<file path="src/dwi_regs.vh">
// Constants for the dual wiper two-wire write slave.
// Assumes inclusion by bare name from the design files of this block.
// Function
// - Each channel holds an 8-bit tap code selecting one of 256 taps.
// - Channel A and B codes live in separate, independently written registers.
// - A written tap code reaches its wiper output at once.
// - Reset sets both tap codes to midscale 80h.
// - Clock is input only; data line is only ever pulled low.
// - Transfer is start, address with direction, command, data, stop.
// - Idle bus is high; start is data falling while clock high.
// - Stop is data rising while clock high; bus becomes free.
// - One bit per clock pulse; data stable while clock is high.
// - Nine pulses per byte; receiver holds data low on the ninth.
// - Eighth address bit low means write, high means no-operation; no read.
// - Device never returns data; direction high moves nothing from device.
// - Upper four address bits are 0101; respond only on a match.
// - Low three address bits equal the three straps, MSB first.
// - Data byte loads the register chosen by the preceding command byte.
// - Command 11h loads channel A, command 12h loads channel B.
// - Command 13h loads both channels with the same byte.
// - Code 00h is nearest low terminal, FFh nearest high, linear between.
`ifndef DWI_REGS_VH
`define DWI_REGS_VH
`define DWI_TAP_RESET 8'h80
`define DWI_ADDR_FIXED 4'h5
`define DWI_CMD_A 8'h11
`define DWI_CMD_B 8'h12
`define DWI_CMD_AB 8'h13
`define DWI_BIT_LAST 4'h7
`define DWI_BIT_ACK 4'h8
`define DWI_BIT_ZERO 4'h0
`define DWI_BYTE_ADDR 2'h0
`define DWI_BYTE_CMD 2'h1
`define DWI_BYTE_DATA 2'h2
`define DWI_BYTE_EXTRA 2'h3
`endif

</file>
<file path="src/dwi_sync.v">
// Two flip-flop synchroniser for one asynchronous level.
// Assumes the input may change at any time relative to clk.
`timescale 1ns/100ps
module dwi_sync (
  input wire clk,
  input wire arst_n,
  input wire d,
  output reg q
);
  reg meta;
  // Idle level is high so a reset does not fake a start or stop on the lines.
  always @(posedge clk or negedge arst_n) begin
    if (!arst_n) begin
      meta <= 1'b1;
      q <= 1'b1;
    end else begin
      meta <= d;
      q <= meta;
    end
  end
endmodule // dwi_sync

</file>
<file path="src/dwi_tap_regs.v">
// Two tap-code registers with independent load strobes; both strobes at once load both.
// Assumes load strobes are single-cycle pulses on clk.
`timescale 1ns/100ps
`include "dwi_regs.vh"
module dwi_tap_regs (
  input wire clk,
  input wire arst_n,
  input wire load_a,
  input wire load_b,
  input wire [7:0] data,
  output reg [7:0] tap_a,
  output reg [7:0] tap_b
);
  always @(posedge clk or negedge arst_n) begin
    if (!arst_n) begin
      tap_a <= `DWI_TAP_RESET;
      tap_b <= `DWI_TAP_RESET;
    end else begin
      if (load_a) begin
        tap_a <= data;
      end
      if (load_b) begin
        tap_b <= data;
      end
    end
  end
endmodule // dwi_tap_regs

</file>
<file path="src/dwi_slave.v">
// Top of the dual wiper two-wire write slave: bus decoding and tap outputs.
// Assumes SCL and SDA come from pins asynchronous to CLK, SCL far slower than CLK,
// and straps held steady; an external wire resolves SDA from the enable.
`timescale 1ns/100ps
`include "dwi_regs.vh"
module dwi_slave (
  input wire CLK,
  input wire ARST_N,
  input wire SCL_IN,
  input wire SDA_IN,
  output wire SDA_OUT,
  output reg SDA_OE,
  input wire ADDR_STRAP_BIT0,
  input wire ADDR_STRAP_BIT1,
  input wire ADDR_STRAP_BIT2,
  output wire [7:0] WIPER_CHAN_A,
  output wire [7:0] WIPER_CHAN_B
);
  localparam ST_IDLE = 3'b001;
  localparam ST_RECV = 3'b010;
  localparam ST_SKIP = 3'b100;

  wire scl;
  wire sda;
  reg scl_d;
  reg sda_d;
  reg [2:0] state;
  reg [2:0] next_state;
  reg [3:0] bit_cnt;
  reg [1:0] byte_idx;
  reg [7:0] shift;
  reg [7:0] cmd;
  reg [2:0] strap;
  reg ack_pend;
  reg load_a;
  reg load_b;
  reg [7:0] load_data;

  dwi_sync u_sync_scl (
    .clk(CLK),
    .arst_n(ARST_N),
    .d(SCL_IN),
    .q(scl)
  );

  dwi_sync u_sync_sda (
    .clk(CLK),
    .arst_n(ARST_N),
    .d(SDA_IN),
    .q(sda)
  );

  dwi_tap_regs u_taps (
    .clk(CLK),
    .arst_n(ARST_N),
    .load_a(load_a),
    .load_b(load_b),
    .data(load_data),
    .tap_a(WIPER_CHAN_A),
    .tap_b(WIPER_CHAN_B)
  );

  // The line is only ever pulled low; no read path exists to drive data out.
  assign SDA_OUT = 1'b0;

  wire scl_rise = scl & ~scl_d;
  wire scl_fall = ~scl & scl_d;
  wire start_det = scl & scl_d & sda_d & ~sda;
  wire stop_det = scl & scl_d & ~sda_d & sda;
  wire [7:0] rx_byte = {shift[6:0], sda};
  wire addr_ok = (rx_byte[7:4] == `DWI_ADDR_FIXED)
    && (rx_byte[3:1] == strap);
  wire is_write = ~rx_byte[0];

  // Straps are sampled by a clocked process so reset itself takes constants only.
  always @(posedge CLK or negedge ARST_N) begin
    if (!ARST_N) begin
      strap <= 3'h0;
    end else begin
      strap <= {ADDR_STRAP_BIT2, ADDR_STRAP_BIT1, ADDR_STRAP_BIT0};
    end
  end

  always @* begin
    next_state = state;
    case (state)
      ST_IDLE: begin
        next_state = ST_IDLE;
      end
      ST_RECV: begin
        next_state = ST_RECV;
      end
      ST_SKIP: begin
        next_state = ST_SKIP;
      end
      default: begin
        next_state = ST_IDLE;
      end
    endcase
    if (start_det) begin
      next_state = ST_RECV;
    end else if (stop_det) begin
      next_state = ST_IDLE;
    end else if (state == ST_RECV && scl_rise && bit_cnt == `DWI_BIT_LAST) begin
      if (byte_idx == `DWI_BYTE_ADDR && !(addr_ok && is_write)) begin
        next_state = ST_SKIP;
      end
    end
  end

  always @(posedge CLK or negedge ARST_N) begin
    if (!ARST_N) begin
      state <= ST_IDLE;
      scl_d <= 1'b1;
      sda_d <= 1'b1;
      bit_cnt <= `DWI_BIT_ZERO;
      byte_idx <= `DWI_BYTE_ADDR;
      shift <= 8'h00;
      cmd <= 8'h00;
      ack_pend <= 1'b0;
      SDA_OE <= 1'b0;
      load_a <= 1'b0;
      load_b <= 1'b0;
      load_data <= 8'h00;
    end else begin
      scl_d <= scl;
      sda_d <= sda;
      state <= next_state;
      load_a <= 1'b0;
      load_b <= 1'b0;
      if (start_det || stop_det) begin
        bit_cnt <= `DWI_BIT_ZERO;
        byte_idx <= `DWI_BYTE_ADDR;
        ack_pend <= 1'b0;
        SDA_OE <= 1'b0;
      end else if (state == ST_RECV) begin
        if (scl_rise) begin
          if (bit_cnt == `DWI_BIT_ACK) begin
            bit_cnt <= `DWI_BIT_ZERO;
            // Index saturates so trailing bytes never reach the load decode.
            if (byte_idx != `DWI_BYTE_EXTRA) begin
              byte_idx <= byte_idx + 2'h1;
            end
          end else begin
            shift <= rx_byte;
            bit_cnt <= bit_cnt + 4'h1;
          end
          if (bit_cnt == `DWI_BIT_LAST) begin
            // Acknowledge is armed now and applied on the next falling edge so
            // the line never changes while the clock is high.
            ack_pend <= (byte_idx != `DWI_BYTE_ADDR) || (addr_ok && is_write);
            if (byte_idx == `DWI_BYTE_CMD) begin
              cmd <= rx_byte;
            end
            if (byte_idx == `DWI_BYTE_DATA) begin
              load_data <= rx_byte;
              load_a <= (cmd == `DWI_CMD_A)
                || (cmd == `DWI_CMD_AB);
              load_b <= (cmd == `DWI_CMD_B)
                || (cmd == `DWI_CMD_AB);
            end
          end
        end
        if (scl_fall) begin
          SDA_OE <= ack_pend;
          ack_pend <= 1'b0;
        end
      end else begin
        SDA_OE <= 1'b0;
        ack_pend <= 1'b0;
      end
    end
  end
endmodule // dwi_slave

</file>
<file path="config.mk">
export PLATFORM = sky130hd
export DESIGN_NAME = dwi_slave
export DESIGN_NICKNAME = d
export VERILOG_FILES = /design/src/dwi_sync.v /design/src/dwi_tap_regs.v /design/src/dwi_slave.v
export VERILOG_INCLUDE_DIRS = /design/src
export SDC_FILE = /design/constraint.sdc
export NUM_CORES = 1
export LEC_CHECK = 0
export ABC_AREA = 1
export BUFFER_PORTS_ARGS = -buffer_cell sky130_fd_sc_hd__buf_4
export CAP_MARGIN = 20
export CORE_UTILIZATION = 30
export DETAILED_ROUTE_END_ITERATION = 8
export MAX_ROUTING_LAYER = met4
export PLACE_DENSITY = 0.48
export SETUP_SLACK_MARGIN = 0.3
export SYNTH_ARGS = -nofsm -noshare
export SYNTH_HDL_FRONTEND = slang
export SYNTH_SLANG_ARGS = --single-unit
export TNS_END_PERCENT = 100
</file>
<file path="constraint.sdc">
create_clock -name CLK -period 2.1 [get_ports CLK]
set_clock_uncertainty 0.05 [all_clocks]
set_input_delay 0 -clock CLK [delete_from_list [all_inputs] [get_ports CLK]]
set_output_delay 0 -clock CLK [all_outputs]
set_load 0.01 [all_outputs]
</file>
==> results of run 1 <==
## cell families after synthesis
logic type	after synthesis
DFF	61
xor gates and xnor gates	3
muxes	16
other	1
buffers and inverters	32
AOI/OAI and AO/OA	36
adders and majority gates	9
and+or+nand+nor	71
## cell type report
type | count | area [sq um]
fill | 854 | 5220
inverter | 26 | 100
multi-input combinational | 136 | 957
clock buffer | 10 | 138
timing repair buffer | 29 | 233
clock inverter | 6 | 62.6
tap | 105 | 131
sequential | 61 | 1540
## final timing paths
path,startpoint,to,slack (ps),depth (start not counted)
setup / recovery,u_sync_scl.q,load_data[4],450,7
min in group CLK,ADDR_STRAP_BIT2,strap[2],260,2
hold reg to reg,u_sync_scl.meta,u_sync_scl.q,310,0
setup reg to reg,u_sync_scl.q,load_data[4],450,7
hold / removal,ARST_N,u_taps.tap_a[6],240,2
max in group asynchronous,ARST_N,SDA_OE,1250,2
## layer usage
metal	track usage, %	part of all wire [%]	wire [microns]	vias to the layer above
li1	-	-	-	817
met1	15.6	54	2400	757
met2	16.1	41	1850	25
met3	4.27	3.4	151	5
met4	5.97	1.4	64	0
met5	-	0	0	-
## critical path: cells and delay by family, from the launching register on
kind,cells,cell delay (ps)
DFF,1,560
AOI/OAI and AO/OA,1,60
and+or+nand+nor,4,610
buffers and inverters,1,70
adders and majority gates,1,230
## state kept, by name (all words and copies together), names as in the netlist, 3 cells and up
signal        count
load_data         8
cmd               8
strap             3
u_taps.tap_a      8
shift             7
state             3
bit_cnt           4
u_taps.tap_b      8
## synthesized netlist by cell type (all sizes together)
cell / n
dfstp: 9
o21ai: 29
a21oi: 5
nand3: 17
dfrtp: 52
buf: 4
xor2: 2
nand2: 40
nor2: 12
nor3b: 1
o22ai: 2
mux2: 16
clkbuf: 2
nor4b: 1
inv: 26
conb: 1
xnor2: 1
ha: 9
## power by group
| group | internal [mW] | total [mW] | switching [mW] |
|---|---|---|---|
| combinational | 0.0243 | 0.0712 | 0.0469 |
| sequential | 1.19 | 1.20 | 0.00716 |
| clock | 0.575 | 1.04 | 0.465 |
## repair_timing
action,CTS,global route
hold buffers,6,0
endpoints found under the hold margin,57,0
endpoints found under the setup margin,0,0
## per-stage QoR
| stage | hold WS, ps | setup WS (ps) |
|---|---|---|
| final | 243 | 446 |
| after global routing | 234 | 332 |
| after CTS | 241 | 436 |
| after detailed placement | 60.0 | 446 |
| after global placement | 59.0 | 477 |
| after floorplan | -346 | 547 |
==> flow_metrics.py, run 1 <==
metrics = {
    "synthesis": {
        "synth-simple-area-share_pct": 15.1,
        "syn-instance-count": 229,
        "synth_nets": 245,
        "syn_area_sq_mm": 0.00264,
        "synth_compound_area_share_pct": 8.90,
        "yosys_warnings": 0,
        "ys_top_cells_by_area": "dfrtp_1 (49%), dfstp_2 (8.9%), mux2_2 (6.8%)",
        "synth.largest_area_cell": "dfrtp_1",
        "muxShareOfSynthArea_pct": 6.81,
        "synth-xor-area-share_pct": 0.994,
        "yosysTopAreaCellShare_pct": 49.2,
        "synth-seq-area-share_pct": 58.2,
        "avgSynthCellArea_sq_um": 11.5,
        "synthAdderAreaFrac_pct": 4.26,
        "synth_top_family_by_area": "simple AND/OR/NAND/NOR gates",
        "synth_cell_types": 28,
        "synth-seq-cells": 61,
    },
    "detailed_routing": {
        "via_per_inst": 4.30,
        "num_vias": 1604,
        "ant_nets": 0,
        "drt_pass1_iterations": 4,
        "post-route-drc-count": 0,
        "wl_per_cell_microns": 12.0,
        "drt-total-wl_microns": 4470,
        "drtIter0Drc": 54,
    },
    "critical_path": {
        "worstPathMaxFanout": 18,
        "worstPathRequired_ps": 2310,
        "critical-path-slowest-cell": "dfstp_2",
        "path_cells": "ha_1, nand3_2, nand2_4, inv_4, nand3_4, nand2_1, o21ai_2",
        "cp-start-kind": "flip-flop",
        "arrival_ps": 1870,
        "worstSetupPathType": "flip-flop to flip-flop",
        "critPathCaptureType": "flip-flop",
        "critPathMaxStageDelay_ps": 560,
    },
    "die": {
        "initial_utilization_pct": 31.5,
        "pin_count": 25,
        "die_height_microns": 95.9,
        "die_w_microns": 95.9,
        "rows": 33,
        "die_area_sq_mm": 0.00919,
        "coreArea_sq_mm": 0.00838,
    },
    "placed_design": {
        "placed_cells": 351,
        "post_dp_cell_area_sq_mm": 0.00290,
        "portBuffers": 23,
        "gp_congestion": 0.818,
        "dp_hpwl_microns": 3010,
    },
    "flow_run": {
        "maxCapViolations": 0,
    },
    "clocking": {
        "worstSkewPairLatency_ps": 330,
        "clkSlewWorstSetupHoldPaths_ps": 70,
        "cts_tree": "built",
        "cts_root_buf": "clkbuf_8",
        "postCtsSetupRepairBufs": 0,
        "clock_sinks": 61,
        "cts-htree-levels": 3,
        "clk_path_buf_depth": 2,
        "cts_resized": 0,
        "cts_inserted_buffers": 9,
    },
    "timing": {
        "period_share_pct": 78.7,
        "slew_viol_final": 0,
        "finalHoldViolCount": 0,
        "setup_viol": 0,
        "fin_tns_setup_ps": 0,
        "fmax_ghz": 0.605,
        "max-slew-margin-rel_pct": 48.5,
        "rsz0062_at_grt": "no",
        "min_period_ps": 1650,
        "worst_pin_slew_ps": 772,
    },
    "cells_and_area": {
        "layout-drive-gt1-share_pct": 35.1,
        "postLayoutCoreUtil_pct": 37.7,
        "area_delta_synth_final_pct": 19.5,
        "layout.nets": 279,
        "diodes": 0,
        "design_area_sq_mm": 0.00316,
        "final_cell_mix": "dfrtp_1 (52), nand2_1 (38), inv_1 (23), buf_4 (23), mux2_2 (16)",
        "final_cell_count_no_fill": 373,
        "final_common_cell": "dfrtp_1",
    },
    "power": {
        "ir_drop_v": 0.000228,
        "powerDensity_mw_per_mm2": 731,
        "power_mw": 2.31,
        "p_leak_nw": 1.48,
    },
    "outcome": {
        "outcome": "finished clean",
    },
    "global_routing": {
        "grt-ovfl-total": 0,
        "grt_antenna_before_repair": 0,
        "grt_max_degree": 62,
        "grt_pass1_wl_microns": 7690,
        "grt_usage_pct": 11.9,
        "first_global_vias": 1583,
    },
    "worst_hold_path": {
        "worstHoldPathType": "primary input to asynchronous set/reset pin",
    },
}
No activity file was read; power rests on OpenSTA's default activity.
==> inputs of run 2 (changes only) <==
--- a/config.mk
+++ b/config.mk
@@ -12,7 +12,7 @@
 export CORE_UTILIZATION = 30
 export DETAILED_ROUTE_END_ITERATION = 8
 export MAX_ROUTING_LAYER = met4
-export PLACE_DENSITY = 0.48
+export PLACE_DENSITY = 0.5
 export SETUP_SLACK_MARGIN = 0.3
 export SYNTH_ARGS = -nofsm -noshare
 export SYNTH_HDL_FRONTEND = slang
==> constraint.sdc (replaced) <==
create_clock -name CLK -period 1.5 [get_ports CLK]
set_clock_uncertainty 0.05 [all_clocks]
set_input_delay 0 -clock CLK [delete_from_list [all_inputs] [get_ports CLK]]
set_output_delay 0 -clock CLK [all_outputs]
set_load 0.01 [all_outputs]
==> run 2 against run 1 <==
Net effect:
- the flow now finishes with violations (negative setup slack)
- sequential share of layout area shrank 5.2 points
- global-route usage increased by 1.8 points
- clock power up 36%
- die area unchanged
- register-to-register slack worse by 520 ps
- non-clock buffer count rose by 22
- routed wire length rose by 11%
- critical path type unchanged
- critical endpoint is now cmd[3]
- largest power group unchanged
==> flow_metrics.py, run 2 (synthesis gave the netlist of run 1 again) <==
metrics = {
    "outcome": {
        "outcome": "finished with violations",
        "violations": "negative setup slack",
    },
    "global_routing": {
        "grt_pass1_wl_microns": 8810,
        "grt_antenna_before_repair": 0,
        "grt_usage_pct": 13.7,
        "grt-ovfl-total": 0,
        "grt_max_degree": 28,
        "first_global_vias": 1760,
    },
    "critical_path": {
        "worstPathMaxFanout": 8,
        "worstPathRequired_ps": 1680,
        "worstSetupPathType": "flip-flop to flip-flop",
        "r2r_cells": 7,
        "cp-start-kind": "flip-flop",
        "reg2reg_slack_ps": -70,
        "r2r_start": "u_sync_scl.q",
        "cp-endpoint": "cmd[3]",
        "critical-path-slowest-cell": "dfstp_2",
        "cp_common_cell": "nand3_4",
        "critPathCaptureType": "flip-flop",
        "path_cells": "ha_4, nand3_4, nor2_4, buf_12, nand3_4, nand2_1, o21ai_2",
        "arrival_ps": 1750,
        "setup.worst_path.start": "u_sync_scl.q",
        "critPathMaxStageDelay_ps": 590,
        "r2r-end": "cmd[3]",
    },
    "timing": {
        "rsz0062_at_grt": "yes",
        "period_share_pct": 105,
        "final.setup.worst_slack_ps": -70.6,
        "setup_viol": 30,
        "fin_tns_setup_ps": -1270,
        "min_period_ps": 1570,
        "slew_viol_final": 0,
        "finalHoldViolCount": 0,
        "fmax_ghz": 0.637,
    },
    "detailed_routing": {
        "num_vias": 1760,
        "wl_per_cell_microns": 12.5,
        "drt_pass1_iterations": 4,
        "drtIter0Drc": 38,
        "drt-total-wl_microns": 4970,
        "via_per_inst": 4.43,
        "ant_nets": 0,
        "post-route-drc-count": 0,
    },
    "cells_and_area": {
        "fillCellCount": 806,
        "final_cell_mix": "dfrtp_1 (52), buf_4 (36), nand2_1 (26), inv_1 (20)",
        "final_common_cell": "dfrtp_1",
        "postLayoutCoreUtil_pct": 42.2,
        "layout.nets": 303,
        "layout-drive-gt1-share_pct": 47.9,
        "diodes": 0,
        "area_delta_synth_final_pct": 33.9,
        "final_cell_count_no_fill": 397,
    },
    "placed_design": {
        "portBuffers": 23,
        "dp_hpwl_microns": 3300,
        "placed_cells": 369,
        "gp_congestion": 0.720,
        "dp_slack_ps": -121,
    },
    "clocking": {
        "cts-htree-levels": 3,
        "clk_path_buf_depth": 2,
        "cts_inserted_buffers": 9,
        "clkSlewWorstSetupHoldPaths_ps": 70,
        "worstSkewPairLatency_ps": 350,
        "cts_root_buf": "clkbuf_8",
        "cts_tree": "built",
        "clock_sinks": 61,
    },
    "die": {
        "rows": 33,
        "die_area_sq_mm": 0.00919,
        "pin_count": 25,
        "coreArea_sq_mm": 0.00838,
        "initial_utilization_pct": 31.5,
        "die_height_microns": 95.9,
        "die_w_microns": 95.9,
    },
    "power": {
        "p_leak_nw": 1.61,
        "power_mw": 3.23,
        "powerDensity_mw_per_mm2": 913,
        "ir_drop_v": 0.000456,
    },
    "flow_run": {
        "maxCapViolations": 0,
    },
    "worst_hold_path": {
        "worstHoldPathType": "primary input to asynchronous set/reset pin",
    },
}
[run 2: cell count changes in the layout (fill, tap and decap cells not counted), sizes merged]
| cell | previous run | this run |
|---|---|---|
| buf | 23 | 45 |
| clkbuf | 10 | 11 |
| clkinv | 2 | 3 |
| clkinvlp | 3 | 2 |
| inv | 26 | 25 |
| nand3 | 17 | 19 |
[run 2: power breakdown]
group	switching (mW)	leakage, nW	total (mW)	internal, mW
registers	0.0104	0.814	1.68	1.67
logic	0.0828	0.705	0.146	0.0632
clock network	0.649	0.0931	1.41	0.759
[run 2: worst min path at each step]
stage / from / to / slack, ps / cells after the start
after global routing: ARST_N / u_taps.tap_a[3] / 90 / 2
after global placement: ARST_N / shift[5] / -100 / 1
final: ARST_N / shift[5] / 70 / 2
after detailed placement: ARST_N / shift[6] / -100 / 1
after floorplan: ARST_N / SDA_OE / -350 / 0
after CTS: ARST_N / u_taps.tap_a[3] / 70 / 2
[run 2: final cells by class]
type	count	area (sq um)	area share (%)
clock buffer	11	131	3.71
timing repair buffer	51	474	13.4
tap	105	131	3.71
multi-input combinational	138	1100	31.2
sequential	61	1540	43.4
clock inverter	5	52.6	1.48
inverter	26	109	3.07
[run 2: routing by layer]
layer / global-route usage (%) / part of all wire (%) / vias up / wire (microns)
met2: 18.9 / 44 / 28 / 2200
met4: 8.58 / 2.8 / 0 / 138
met1: 17.5 / 50 / 849 / 2480
li1: - / - / 872 / -
met5: - / 0 / - / 0
met3: 4.03 / 3.1 / 11 / 152
[run 2: worst max-delay path: cells and delay by family (launching register included)]
family	cells	cell delay, ps
adder cells (fa/ha/maj)	1	150
buffers and inverters	1	130
flip-flops	1	590
AO/OA/AOI/OAI	1	50
AND/OR/NAND/NOR	4	490
[run 2: stage by stage]
step / hold WS, ps / cell area [sq um]
CTS: 65.1 / 3490
detailed placement: -99.1 / 3080
finish: 69.0 / 3540
floorplan: -346 / 2690
global placement: -102 / 3080
global route: 86.2 / 3540
[run 2: repair_timing]
item	CTS	global route
hold buffers	6	0
setup buffers	3	0
resized for setup	23	14
setup endpoints to repair	35	36
cloned	3	0
pin swaps	10	5
endpoints found under the hold margin	60	0
